`src/core/mmtu_pkg.sv`:
```
// Package for the multi-mode timer unit: register map, fields, modes, resets.
// Assumes a 32-bit AXI4-Lite register bus and a single core clock.
package mmtu_pkg;

    // ****************************************
    // Register map
    // ****************************************
    localparam logic [7:0] CTRL_OFFS    = 8'h00;
    localparam logic [7:0] CT_CFG_OFFS  = 8'h04;
    localparam logic [7:0] CT_PER_OFFS  = 8'h08;
    localparam logic [7:0] CT_CNT_OFFS  = 8'h0c;
    localparam logic [7:0] IRQ_STAT_OFFS = 8'h10;
    localparam logic [7:0] IRQ_CLR_OFFS = 8'h14;
    localparam logic [7:0] IRQ_EN_OFFS  = 8'h18;
    localparam logic [7:0] GPT_BASE     = 8'h20;
    localparam logic [7:0] GPT_STRIDE   = 8'h10;
    localparam logic [3:0] GP_CFG_OFFS  = 4'h0;
    localparam logic [3:0] GP_CNT_OFFS  = 4'h4;
    localparam logic [3:0] GP_PER_OFFS  = 4'h8;
    localparam logic [3:0] GP_WID_OFFS  = 4'hc;

    // ****************************************
    // Fields
    // ****************************************
    localparam int NUM_GPT     = 3;
    localparam int CFG_W       = 6;
    localparam int CTRL_STAT_POS = 8;
    localparam int IRQ_CT_POS  = 3;
    localparam int IRQ_W       = 4;
    localparam int CT_EN_POS   = 0;
    localparam int CT_PIN_POS  = 1;
    localparam int CFG_IRQEN_POS = 2;
    localparam int CFG_POL_POS = 3;

    localparam logic [1:0] MODE_PWM  = 2'h1;
    localparam logic [1:0] MODE_CAP  = 2'h2;
    localparam logic [1:0] MODE_WDOG = 2'h3;

    localparam logic [31:0] RST_WORD = 32'h0000_0000;
    localparam logic [1:0]  RESP_OKAY   = 2'h0;
    localparam logic [1:0]  RESP_SLVERR = 2'h2;

    typedef struct packed {
        logic [CFG_W-1:0] cfg;
        logic [31:0]      cnt;
        logic [31:0]      per;
        logic [31:0]      wid;
    } mmtu_gpt_regs_t;

    typedef enum logic [2:0] {
        BUS_IDLE = 3'h1,
        BUS_WRSP = 3'h2,
        BUS_RRSP = 3'h4
    } mmtu_bus_state_t;

endpackage

```
`src/core/mmtu_top.sv`:
```
// Multi-mode timer unit: core timer plus three general-purpose timers.
// Assumes AXI4-Lite master on the register side and synchronous pin inputs.
//
// Our own choices: the AXI4-Lite slave port and the register addresses.
`timescale 1ns/10ps

module mmtu_top (
    input  wire logic        clk_i,
    input  wire logic        reset_i,
    input  wire logic [7:0]  awaddr_i,
    input  wire logic        awvalid_i,
    output logic             awready_o,
    input  wire logic [31:0] wdata_i,
    input  wire logic [3:0]  wstrb_i,
    input  wire logic        wvalid_i,
    output logic             wready_o,
    output logic [1:0]       bresp_o,
    output logic             bvalid_o,
    input  wire logic        bready_i,
    input  wire logic [7:0]  araddr_i,
    input  wire logic        arvalid_i,
    output logic             arready_o,
    output logic [31:0]      rdata_o,
    output logic [1:0]       rresp_o,
    output logic             rvalid_o,
    input  wire logic        rready_i,
    input  wire logic [2:0]  tmr_pin_i,
    output logic [2:0]       tmr_pin_o,
    output logic [2:0]       tmr_pin_oe_o,
    output logic             core_timer_expiry_pin_o,
    output logic             irq_o
);

    // ****************************************
    // Bus slave
    // ****************************************
    mmtu_pkg::mmtu_bus_state_t bus_q;
    logic [7:0]  aw_q;
    logic [31:0] w_q;
    logic [3:0]  ws_q;
    logic        aw_have_q;
    logic        w_have_q;
    logic        wr_go;
    logic        rd_go;
    logic [31:0] rd_val;
    logic        rd_ok;
    logic        wr_ok;
    assign rd_go = (bus_q == mmtu_pkg::BUS_IDLE) && arvalid_i && arready_o;
    assign wr_go = (bus_q == mmtu_pkg::BUS_IDLE) && aw_have_q && w_have_q && !rd_go;

    always_ff @(posedge clk_i or posedge reset_i) begin
        if (reset_i) begin
            aw_have_q <= 1'b0;
            w_have_q  <= 1'b0;
            aw_q      <= 8'h00;
            w_q       <= mmtu_pkg::RST_WORD;
            ws_q      <= 4'h0;
            awready_o <= 1'b0;
            wready_o  <= 1'b0;
        end else begin
            awready_o <= !aw_have_q && !(awvalid_i && awready_o) && (bus_q == mmtu_pkg::BUS_IDLE);
            wready_o  <= !w_have_q && !(wvalid_i && wready_o) && (bus_q == mmtu_pkg::BUS_IDLE);
            if (awvalid_i && awready_o) aw_q <= awaddr_i;
            if (awvalid_i && awready_o) aw_have_q <= 1'b1;
            else if (wr_go) aw_have_q <= 1'b0;
            if (wvalid_i && wready_o) w_q <= wdata_i;
            if (wvalid_i && wready_o) ws_q <= wstrb_i;
            if (wvalid_i && wready_o) w_have_q <= 1'b1;
            else if (wr_go) w_have_q <= 1'b0;
        end
    end

    always_ff @(posedge clk_i or posedge reset_i) begin
        if (reset_i) begin
            bus_q     <= mmtu_pkg::BUS_IDLE;
            bvalid_o  <= 1'b0;
            bresp_o   <= mmtu_pkg::RESP_OKAY;
            rvalid_o  <= 1'b0;
            rresp_o   <= mmtu_pkg::RESP_OKAY;
            rdata_o   <= mmtu_pkg::RST_WORD;
            arready_o <= 1'b0;
        end else begin
            arready_o <= (bus_q == mmtu_pkg::BUS_IDLE) && !arready_o && !wr_go;
            unique case (bus_q)
                mmtu_pkg::BUS_IDLE: begin
                    if (wr_go) begin
                        bvalid_o <= 1'b1;
                        bresp_o  <= wr_ok ? mmtu_pkg::RESP_OKAY : mmtu_pkg::RESP_SLVERR;
                        bus_q    <= mmtu_pkg::BUS_WRSP;
                    end else if (rd_go) begin
                        rvalid_o <= 1'b1;
                        rdata_o  <= rd_val;
                        rresp_o  <= rd_ok ? mmtu_pkg::RESP_OKAY : mmtu_pkg::RESP_SLVERR;
                        bus_q    <= mmtu_pkg::BUS_RRSP;
                    end
                end
                mmtu_pkg::BUS_WRSP: if (bready_i) begin
                    bvalid_o <= 1'b0;
                    bus_q    <= mmtu_pkg::BUS_IDLE;
                end
                mmtu_pkg::BUS_RRSP: if (rready_i) begin
                    rvalid_o <= 1'b0;
                    bus_q    <= mmtu_pkg::BUS_IDLE;
                end
                default: bus_q <= mmtu_pkg::BUS_IDLE;
            endcase
        end
    end

    // ****************************************
    // Registers and timers
    // ****************************************
    logic [2:0]  gp_en_q;
    logic [2:0]  gp_stat_q;
    logic [1:0]  ct_cfg_q;
    logic [31:0] ct_per_q;
    logic [31:0] ct_cnt_q;
    logic [3:0]  irq_stat_q;
    logic [3:0]  irq_en_q;
    logic [3:0]  irq_clr;
    logic [3:0]  ev;
    mmtu_pkg::mmtu_gpt_regs_t gp_q [3];
    logic [2:0]  pin_d1_q;
    logic        ct_hit;
    logic [3:0]  irq_en_d;
    logic        wr_ctrl;
    logic        wr_ctcfg;
    logic        wr_ctper;
    assign wr_ctrl  = wr_go && aw_q == mmtu_pkg::CTRL_OFFS && ws_q[0];
    assign wr_ctcfg = wr_go && aw_q == mmtu_pkg::CT_CFG_OFFS && ws_q[0];
    assign wr_ctper = wr_go && aw_q == mmtu_pkg::CT_PER_OFFS && ws_q == 4'hf;
    assign irq_clr  = (wr_go && aw_q == mmtu_pkg::IRQ_CLR_OFFS) ? w_q[3:0] : 4'h0;
    assign ct_hit   = ct_cfg_q[mmtu_pkg::CT_EN_POS] && ct_cnt_q >= ct_per_q;
    assign irq_en_d = (wr_go && aw_q == mmtu_pkg::IRQ_EN_OFFS && ws_q[0]) ? w_q[3:0] : irq_en_q;
    // Core timer
    always_ff @(posedge clk_i or posedge reset_i) begin
        if (reset_i) begin
            ct_cfg_q <= 2'h0;
            ct_per_q <= mmtu_pkg::RST_WORD;
            ct_cnt_q <= mmtu_pkg::RST_WORD;
            core_timer_expiry_pin_o <= 1'b0;
        end else begin
            if (wr_ctcfg) ct_cfg_q <= w_q[1:0];
            if (wr_ctper) ct_per_q <= w_q;
            ct_cnt_q <= (ct_hit || !ct_cfg_q[mmtu_pkg::CT_EN_POS]) ? mmtu_pkg::RST_WORD
                                                                    : ct_cnt_q + 32'h1;
            core_timer_expiry_pin_o <= ct_hit && ct_cfg_q[mmtu_pkg::CT_PIN_POS];
        end
    end

    // Shared control: enables and sticky status, set wins over clear
    always_ff @(posedge clk_i or posedge reset_i) begin
        if (reset_i) begin
            gp_en_q   <= 3'h0;
            gp_stat_q <= 3'h0;
        end else begin
            if (wr_ctrl) gp_en_q <= w_q[2:0];
            gp_stat_q <= (gp_stat_q & ~(wr_ctrl ? w_q[10:8] : 3'h0)) | ev[2:0];
        end
    end

    // Interrupt status, enable and clear
    always_ff @(posedge clk_i or posedge reset_i) begin
        if (reset_i) begin
            irq_stat_q <= 4'h0;
            irq_en_q   <= 4'h0;
            irq_o      <= 1'b0;
        end else begin
            irq_en_q   <= irq_en_d;
            irq_stat_q <= (irq_stat_q & ~irq_clr) | ev;
            irq_o      <= |(((irq_stat_q & ~irq_clr) | ev) & irq_en_d);
        end
    end

    assign ev[mmtu_pkg::IRQ_CT_POS] = ct_hit;

    always_ff @(posedge clk_i or posedge reset_i) begin
        if (reset_i) pin_d1_q <= 3'h0;
        else pin_d1_q <= tmr_pin_i;
    end

    genvar g;
    generate
        for (g = 0; g < 3; g++) begin : g_gpt
            logic [7:0] base;
            logic [1:0] mode;
            logic       gwr;
            logic       wrap;
            logic       fall;
            logic       rise;
            assign base = 8'(mmtu_pkg::GPT_BASE + mmtu_pkg::GPT_STRIDE * g);
            assign gwr  = wr_go && aw_q[7:4] == base[7:4] && ws_q == 4'hf;
            assign mode = gp_q[g].cfg[1:0];
            assign rise = tmr_pin_i[g] && !pin_d1_q[g];
            assign fall = !tmr_pin_i[g] && pin_d1_q[g];
            assign wrap = gp_q[g].cnt >= gp_q[g].per;
            assign ev[g] = gp_en_q[g] && gp_q[g].cfg[mmtu_pkg::CFG_IRQEN_POS]
                           && ((mode == mmtu_pkg::MODE_PWM && wrap)
                               || (mode == mmtu_pkg::MODE_CAP && fall)
                               || (mode == mmtu_pkg::MODE_WDOG && wrap && !rise));
            always_ff @(posedge clk_i or posedge reset_i) begin
                if (reset_i) begin
                    gp_q[g] <= '0;
                    tmr_pin_o[g]    <= 1'b0;
                    tmr_pin_oe_o[g] <= 1'b0;
                end else begin
                    if (gwr && aw_q[3:0] == mmtu_pkg::GP_CFG_OFFS)
                        gp_q[g].cfg <= w_q[mmtu_pkg::CFG_W-1:0];
                    if (gwr && aw_q[3:0] == mmtu_pkg::GP_PER_OFFS) gp_q[g].per <= w_q;
                    tmr_pin_oe_o[g] <= gp_en_q[g] && mode == mmtu_pkg::MODE_PWM;
                    if (!gp_en_q[g]) begin
                        gp_q[g].cnt  <= mmtu_pkg::RST_WORD;
                        tmr_pin_o[g] <= 1'b0;
                        if (gwr && aw_q[3:0] == mmtu_pkg::GP_WID_OFFS) gp_q[g].wid <= w_q;
                    end else begin
                        unique case (mode)
                            mmtu_pkg::MODE_PWM: begin
                                if (gwr && aw_q[3:0] == mmtu_pkg::GP_WID_OFFS)
                                    gp_q[g].wid <= w_q;
                                gp_q[g].cnt  <= wrap ? mmtu_pkg::RST_WORD
                                                     : gp_q[g].cnt + 32'h1;
                                tmr_pin_o[g] <= (gp_q[g].cnt < gp_q[g].wid)
                                                ^ gp_q[g].cfg[mmtu_pkg::CFG_POL_POS];
                            end
                            mmtu_pkg::MODE_CAP: begin
                                if (rise) gp_q[g].cnt <= 32'h1;
                                else if (tmr_pin_i[g]) gp_q[g].cnt <= gp_q[g].cnt + 32'h1;
                                if (fall) gp_q[g].wid <= gp_q[g].cnt;
                            end
                            mmtu_pkg::MODE_WDOG: begin
                                if (gwr && aw_q[3:0] == mmtu_pkg::GP_WID_OFFS)
                                    gp_q[g].wid <= w_q;
                                gp_q[g].cnt <= (rise || wrap) ? mmtu_pkg::RST_WORD
                                                              : gp_q[g].cnt + 32'h1;
                            end
                            default: gp_q[g].cnt <= mmtu_pkg::RST_WORD;
                        endcase
                    end
                end
            end
        end
    endgenerate

    // ****************************************
    // Read mux
    // ****************************************
    always_comb begin
        rd_val = mmtu_pkg::RST_WORD;
        rd_ok  = 1'b1;
        if (araddr_i >= mmtu_pkg::GPT_BASE && araddr_i < 8'h50 && araddr_i[1:0] == 2'h0) begin
            unique case (araddr_i[3:0])
                mmtu_pkg::GP_CFG_OFFS: rd_val = {26'h0, gp_q[araddr_i[5:4] - 2'h2].cfg};
                mmtu_pkg::GP_CNT_OFFS: rd_val = gp_q[araddr_i[5:4] - 2'h2].cnt;
                mmtu_pkg::GP_PER_OFFS: rd_val = gp_q[araddr_i[5:4] - 2'h2].per;
                default:               rd_val = gp_q[araddr_i[5:4] - 2'h2].wid;
            endcase
        end else begin
            unique case (araddr_i)
                mmtu_pkg::CTRL_OFFS:     rd_val = {21'h0, gp_stat_q, 5'h0, gp_en_q};
                mmtu_pkg::CT_CFG_OFFS:   rd_val = {30'h0, ct_cfg_q};
                mmtu_pkg::CT_PER_OFFS:   rd_val = ct_per_q;
                mmtu_pkg::CT_CNT_OFFS:   rd_val = ct_cnt_q;
                mmtu_pkg::IRQ_STAT_OFFS: rd_val = {28'h0, irq_stat_q};
                mmtu_pkg::IRQ_CLR_OFFS:  rd_val = mmtu_pkg::RST_WORD;
                mmtu_pkg::IRQ_EN_OFFS:   rd_val = {28'h0, irq_en_q};
                default:                 rd_ok  = 1'b0;
            endcase
        end
    end

    assign wr_ok = (aw_q >= mmtu_pkg::GPT_BASE && aw_q < 8'h50) || aw_q == mmtu_pkg::CTRL_OFFS
                   || aw_q == mmtu_pkg::CT_CFG_OFFS || aw_q == mmtu_pkg::CT_PER_OFFS
                   || aw_q == mmtu_pkg::IRQ_CLR_OFFS || aw_q == mmtu_pkg::IRQ_EN_OFFS;

    // ****************************************
    // Checks
    // ****************************************
    property p_ct_wrap;
        @(posedge clk_i) disable iff (reset_i)
        ct_hit |=> ct_cnt_q == 32'h0;
    endproperty
    a_ct_wrap: assert property (p_ct_wrap) else $error("Core count did not wrap");
    property p_ct_pin;
        @(posedge clk_i) disable iff (reset_i)
        core_timer_expiry_pin_o |-> $past(ct_hit) && $past(ct_cfg_q[1]);
    endproperty
    a_ct_pin: assert property (p_ct_pin) else $error("Expiry pin without expiry");
    property p_irq;
        @(posedge clk_i) disable iff (reset_i)
        |(irq_stat_q & irq_en_q) |-> irq_o;
    endproperty
    a_irq: assert property (p_irq) else $error("Enabled status without interrupt");
    property p_oe;
        @(posedge clk_i) disable iff (reset_i)
        (gp_en_q[1] && gp_q[1].cfg[1:0] == mmtu_pkg::MODE_CAP) |=> !tmr_pin_oe_o[1];
    endproperty
    a_oe: assert property (p_oe) else $error("Pin driven in capture mode");
    property p_pwm;
        @(posedge clk_i) disable iff (reset_i)
        (gp_en_q[0] && gp_q[0].cfg[1:0] == mmtu_pkg::MODE_PWM && !gp_q[0].cfg[3]
         && gp_q[0].cnt < gp_q[0].wid) |=> tmr_pin_o[0];
    endproperty
    a_pwm: assert property (p_pwm) else $error("Waveform pin low inside width");
    property p_pwm_cnt;
        @(posedge clk_i) disable iff (reset_i)
        (gp_en_q[0] && gp_q[0].cfg[1:0] == mmtu_pkg::MODE_PWM && gp_q[0].cnt < gp_q[0].per)
        |=> gp_q[0].cnt == $past(gp_q[0].cnt) + 32'h1;
    endproperty
    a_pwm_cnt: assert property (p_pwm_cnt) else $error("Waveform count did not step");
    property p_cap;
        @(posedge clk_i) disable iff (reset_i)
        (gp_en_q[1] && gp_q[1].cfg[1:0] == mmtu_pkg::MODE_CAP && !tmr_pin_i[1] && pin_d1_q[1])
        |=> gp_q[1].wid == $past(gp_q[1].cnt);
    endproperty
    a_cap: assert property (p_cap) else $error("Width not captured");
    property p_stat;
        @(posedge clk_i) disable iff (reset_i)
        ev[2] |=> gp_stat_q[2] && irq_stat_q[2];
    endproperty
    a_stat: assert property (p_stat) else $error("Timer event lost");

endmodule

```
`config.mk`:
```
export PLATFORM = sky130hd
export DESIGN_NAME = mmtu_top
export DESIGN_NICKNAME = d
export VERILOG_FILES = /design/src/core/mmtu_pkg.sv /design/src/core/mmtu_top.sv
export SDC_FILE = /design/constraint.sdc
export NUM_CORES = 2
export LEC_CHECK = 0
export ABC_AREA = 1
export BUFFER_PORTS_ARGS = -buffer_cell sky130_fd_sc_hd__buf_2
export CELL_PAD_IN_SITES_DETAIL_PLACEMENT = 1
export CELL_PAD_IN_SITES_GLOBAL_PLACEMENT = 2
export CORE_ASPECT_RATIO = 0.75
export CORE_MARGIN = 4
export CORE_UTILIZATION = 30
export DETAILED_ROUTE_END_ITERATION = 10
export PLACE_DENSITY = 0.72
export SYNTH_ARGS = -nofsm -noshare
export SYNTH_HDL_FRONTEND = slang
export SYNTH_SLANG_ARGS = --single-unit
```
`constraint.sdc`:
```
create_clock -name clk_i -period 16.8 [get_ports clk_i]
set_input_delay 0.84 -clock clk_i [delete_from_list [all_inputs] [get_ports clk_i]]
set_output_delay 0.84 -clock clk_i [all_outputs]
set_load 0.03 [all_outputs]
```
* After elaboration in Yosys (flattened, before gate mapping)
Index checks and enable logic that the tools add are counted.
** Operators by class
- Multipliers :: 0
- Mux-type cells :: 65
- Reduce and logical (&&, ||, !) cells :: 123
- Order comparisons :: 12
- Shift-type cells :: 0
- Add/subtract/negate cells :: 5
- Divide/modulo/power cells :: 0
- Bitwise operators :: 12
- Equality and inequality tests :: 48
** Operators by type and width (count)
- two-way mux 32 bit :: 26
- case mux 32 bit (3 select lines) :: 4
- binary-select mux 102 bit (select 2 bit) :: 1
- two-way mux 102 bit :: 2
- case mux 32 bit (2 select lines) :: 3
- case mux 32 bit (6 select lines) :: 1
- adder 32 x 1 -> 32 bit, second input constant :: 4
- greater-or-equal comparator 32 bit :: 4
- less-than comparator 32 bit :: 3
- logical AND 1 bit :: 69
- == test 8 x 5 -> 1 bit, second input constant :: 5
- == test 8 x 4 -> 1 bit, second input constant :: 3
- zero test 1 bit :: 17
- == test 4 bit, second input constant :: 4
- == test 8 x 3 -> 1 bit, second input constant :: 2
- greater-or-equal comparator 8 x 6 -> 1 bit, second input constant :: 2
- zero test 8 bit :: 2
- less-than comparator 8 x 7 -> 1 bit, second input constant :: 2
- two-way mux 1 bit :: 16
- logical OR 1 bit :: 15
- two-way mux 3 bit :: 5
- == test 2 bit, second input constant :: 6
- inequality test 3 bit, second input constant :: 4
- inequality test 4 bit, second input constant :: 3
- other kinds (33) :: 62
** Storage, ports and cells
- RAM bits :: 0
- Memories :: 0
- Output and inout bits :: 49
- Word-level logic and storage cells :: 307
- Register bits after elaboration :: 487
- Bits in read-only memories :: 0
- Bits in latches :: 0

* Longest topological paths before layout
- Depth in word-level cells :: 12
- Mapped depth :: 21

* Worst setup path before layout
Ideal clock, no wire load.
- Path kind :: in2reg
- Start :: input araddr_i[0]
- End :: register rdata_o[8]
- Setup slack :: 14612 ps
- Buffers on the path :: 2
- Setup time :: 138 ps
- Data required time :: 16662 ps
- Stages on the path :: 10
- Data arrival time :: 2049 ps
- Path through :: inv_1 nand2_1 inv_1 o21ai_0 inv_1 buf_2 clkbuf_1 nor2_1 o21ai_0 a31oi_1
** Between the ends
- Cells in the longest elaborated chain, start to end :: 4
- Elaborated cells between the ends (all ways) :: 17
** Ends and longest elaborated chain
- from (decl) :: RTL line mmtu_top.sv:20 : input wire logic [7:0] araddr_i,
- greater-or-equal comparator 8 x 6 -> 1 bit or less-than comparator 8 x 7 -> 1 bit (tied branches) :: RTL line mmtu_top.sv:250 : if (araddr_i >= mmtu_pkg::GPT_BASE && araddr_i < 8'h50 && araddr_i[1:0] == 2'h0) begin
- logical AND 1 bit (2 in series) :: RTL line mmtu_top.sv:250
- two-way mux 32 bit * :: RTL line mmtu_top.sv:250
- to (signal assigned) :: RTL line mmtu_top.sv:80 : rdata_o <= mmtu_pkg::RST_WORD;
- to (signal assigned) :: RTL line mmtu_top.sv:92 : rdata_o <= rd_val;
- to (decl) :: RTL line mmtu_top.sv:23 : output logic [31:0] rdata_o,
Every way passes the cells marked *; elsewhere a longest branch is shown, timed or not.
A chain may end at the register's enable or synchronous reset.

* Worst setup path after layout
- Start :: register gp_q[95] (netlist bit)
- End :: register gp_q[86] (netlist bit)
** Between the ends
- Cells in the longest elaborated chain, start to end :: 5
- Elaborated cells between the ends (all ways) :: 6
** Ends and longest elaborated chain
- from (decl) :: RTL line mmtu_top.sv:122 : mmtu_pkg::mmtu_gpt_regs_t gp_q [3];
- greater-or-equal comparator 32 bit * :: RTL line mmtu_top.sv:196 : assign wrap = gp_q[g].cnt >= gp_q[g].per;
- logical OR 1 bit :: RTL line mmtu_top.sv:233 : gp_q[g].cnt <= (rise || wrap) ? mmtu_pkg::RST_WORD
- two-way mux 32 bit :: RTL line mmtu_top.sv:233
- case mux 32 bit (3 select lines) * :: RTL line mmtu_top.sv:216 : unique case (mode)
- two-way mux 32 bit * :: RTL line mmtu_top.sv:211 : if (!gp_en_q[g]) begin
Marks and branches as above.

==> metrics <==
Reg2Reg Setup Slack=12970 ps; first-pass GRT wire length=205 mm; #FFs+latches synth=485; drt wl/cell=25.8 µm; Post-Syn Area=30900 µm²; DRT Pass-1 Iters=6; largest net degree at the start of global routing=115; Synth cell types=59; Clock Root Buffer=clkbuf_16; DR DRC count=0; DP HPWL=104 mm; Pleak=15.9 nW; final RePlAce weighted congestion=0.922; Slew @ Worst Pin=1340 ps; Post-Syn Instances=3975; Sequential Power Share=34.2%; Setup TNS Final=0 ps; Reg2Reg Capture Point=gp_q[86]$_DFFE_PP0P_; CTS sink cnt=485; outcome=finished, final reports clean; final core area utilization=34.3%; P per Cell Area=133 nW/µm²; Worst Skew=22.7 ps; crit share post-route=22.8%; switching share of power=41.4%; combinational power share=35.0%; Core Box Area=102000 µm²; pins over their slew limit=0; Iter 0 DRT Violations=2631; Nets=4305; CP endpoint=gp_q[86]$_DFFE_PP0P_; Max-slew headroom=10.5%; Cell Rows=101; top_reg_cell synth=dfrtp_1; # IOs=111; yosys warns=0; post_cts resized=0; CP endpoint kind=flip-flop; ratio of cells with drive above 1 in the final layout=9.20%; top sig layer=met5; Die ar.=108000 µm²; Max-cap violations=0; WP data required=17260 ps; vias per inst=5.44; die width=378 µm; hold-fix buffers at CTS=0; Peak VDD IR=0.0982 mV; final WL=139 mm; crit path launch=gp_q[95]$_DFFE_PP0P_; number of synthesized flops with an enable pin=0; Initial Utilization=30.4%; post-CTS setup buffers=0; R2R cell count=10; via count=29.4k; Async SR Flop Fraction=100%; Worst Path Arrival=4290 ps; Max clock buf depth=3; Pint=2.72 mW; Reg clk slew, reported paths=70 ps; Final Hold Fails=0; chip height=286 µm; Metal-1 WL=71.0 mm; RSZ-0062 raised after global routing=no; TritonCTS clock tree=built; initial antenna violation count=10; Met2 Wirelength=56.4 mm; CP Launch Type=flip-flop; Clock Power Share=30.8%; CP Class=reg2reg; remaining antenna violation count=0; type of the worst min-delay path=in2async; final setup fails=0; number of global-route vias before repair=28.8k; DP Cell Count=5298; H-tree Lvls=2; IO Port Bufs=108; Final Instance Count excl. Fillers=5409; reg-to-reg critical path startpoint=gp_q[95]$_DFFE_PP0P_; CTS Buf Count=57; P_sw=1.92 mW; total power=4.64 mW; hold_ws=351 ps; GRT Util Overall=25.5%; routed wl met3=9.10 mm; Avg Inst Size Synth=7.76 µm²; sequential area share after synthesis=39.3%; Max Freq=261 MHz; worst-skew pair later-pin latency=650 ps; Layout Area Growth over Synthesis=13.1%; Congestion Overflow GR=0; fin crit period=3830 ps; critical path peak fanout=29
## power by group through the flow
stage          Clock (mW)  Sequential (mW)  Combinational [mW]
2_1_floorplan           0             1.59               0.972
3_3_place_gp            0             1.60                1.60
3_5_place_dp            0             1.61                1.61
4_1_cts              1.46             1.59                1.62
5_1_grt              1.50             1.61                1.81
6_report             1.43             1.59                1.62
## cells in the mapped netlist, types with 13 or more instances
cell | number | share of area, %
clkbuf_1 | 118 | 1.4
dfrtp_1 | 484 | 39
o21ai_0 | 410 | 6.6
a22o_1 | 18 | 0.51
nor2_2 | 17 | 0.34
nor2_1 | 374 | 4.5
nand3_1 | 75 | 1.2
a221oi_1 | 13 | 0.37
o22ai_1 | 181 | 3.7
inv_1 | 562 | 6.8
a21oi_1 | 417 | 6.8
nand4_1 | 52 | 1.1
o211ai_1 | 77 | 1.9
o21ai_2 | 34 | 0.97
xor2_1 | 98 | 2.8
nor4_1 | 26 | 0.53
buf_2 | 46 | 0.75
nor3_1 | 55 | 0.89
ha_1 | 225 | 9.1
o21ai_1 | 44 | 0.71
nand2_1 | 523 | 6.4
## worst max-delay path: stages (launching register included)
cell and delay, ps:
dfrtp_1 450, ha_1 350, nand2_1 80, nor2_1 170, nand2_1 100, nor4b_1 830, nand2_1 170, nand3_1 130
o21ai_0 160, nand2_1 1010, o22ai_1 190
## state kept, by name (all words and copies together) (netlist names), 2 cells and up
signal,flops
ct_cfg_q,2
irq_en_q,4
w_q,32
g_gpt.mode,6
tmr_pin_o,3
irq_stat_q,4
ct_cnt_q,32
aw_q,8
pin_d1_q,3
bus_q,3
gp_stat_q,3
rdata_o,32
tmr_pin_oe_o,3
ws_q,4
ct_per_q,32
gp_q,300
gp_en_q,3
## logic make-up after synthesis
logic type | after synthesis | synth area share, %
AOI/OAI and AO/OA | 1240 | 22.7
and+or+nand+nor | 1161 | 16.2
DFF | 485 | 39.3
buffers and inverters | 758 | 9.61
other | 1 | 0.0122
xor gates and xnor gates | 101 | 2.87
muxes | 4 | 0.146
adders and majority gates | 225 | 9.12
## through the flow
step                worst slack, ps  instance area (µm²)
floorplan                      2430                30900
global placement              12910                32800
detailed placement            12860                32800
CTS                           13170                34900
global route                  12960                34900
finish                        12970                34900
## metal layers
| layer | up-vias | GRT usage, % |
|---|---|---|
| met3 | 124 | 3.78 |
| li1 | 13600 | - |
| met5 | - | 0 |
| met4 | 2 | 5.07 |
| met1 | 14900 | 40.3 |
| met2 | 838 | 36.2 |
## placed cells by master, fill, tap and decap left out, types with 8 or more instances in the layout
master     Yosys  layout
inv_1        562     558
nand2_1      523     518
dfrtp_1      484     484
a21oi_1      417     417
o21ai_0      410     410
nor2_1       374     373
ha_1         225     225
o22ai_1      181     181
buf_2         46     107
xor2_1        98      98
o211ai_1      77      77
nand3_1       75      74
buf_4          4      61
clkbuf_16      0      59
nor3_1        55      54
nand4_1       52      52
o21ai_1       44      44
o21ai_2       34      34
nor4_1        26      25
nor2_2        17      18
a22o_1        18      18
clkbuf_8       0      14
a221oi_1      13      13
o21a_1        12      12
nand2_2        6      11
bufinv_16      0      10
inv_2          8       9
nor3_2         8       8
## layout make-up
class	count	area, µm²
antenna	5	12.5
timing repair buffer	168	993
fill	12300	66700
tap	1339	1680
clock inverter	26	409
sequential	485	12100
multi-input combinational	2733	15800
clock buffer	80	1700
inverter	573	2160
## worst min-delay path by stage
stage                           from  cells after the start              endpoint  slack [ps]
3_5_place_dp   aw_have_q$_DFFE_PP0P_                      1   awready_o$_DFF_PP0_         430
6_report                     reset_i                      2   w_q[17]$_DFFE_PP0P_         350
4_1_cts                     rready_i                      2  rvalid_o$_DFFE_PP0P_         330
5_1_grt                     rready_i                      2  rvalid_o$_DFFE_PP0P_         360
2_1_floorplan  aw_have_q$_DFFE_PP0P_                      1   awready_o$_DFF_PP0_         410
3_3_place_gp   aw_have_q$_DFFE_PP0P_                      1   awready_o$_DFF_PP0_         430
Power figures use the tool's default switching activity.
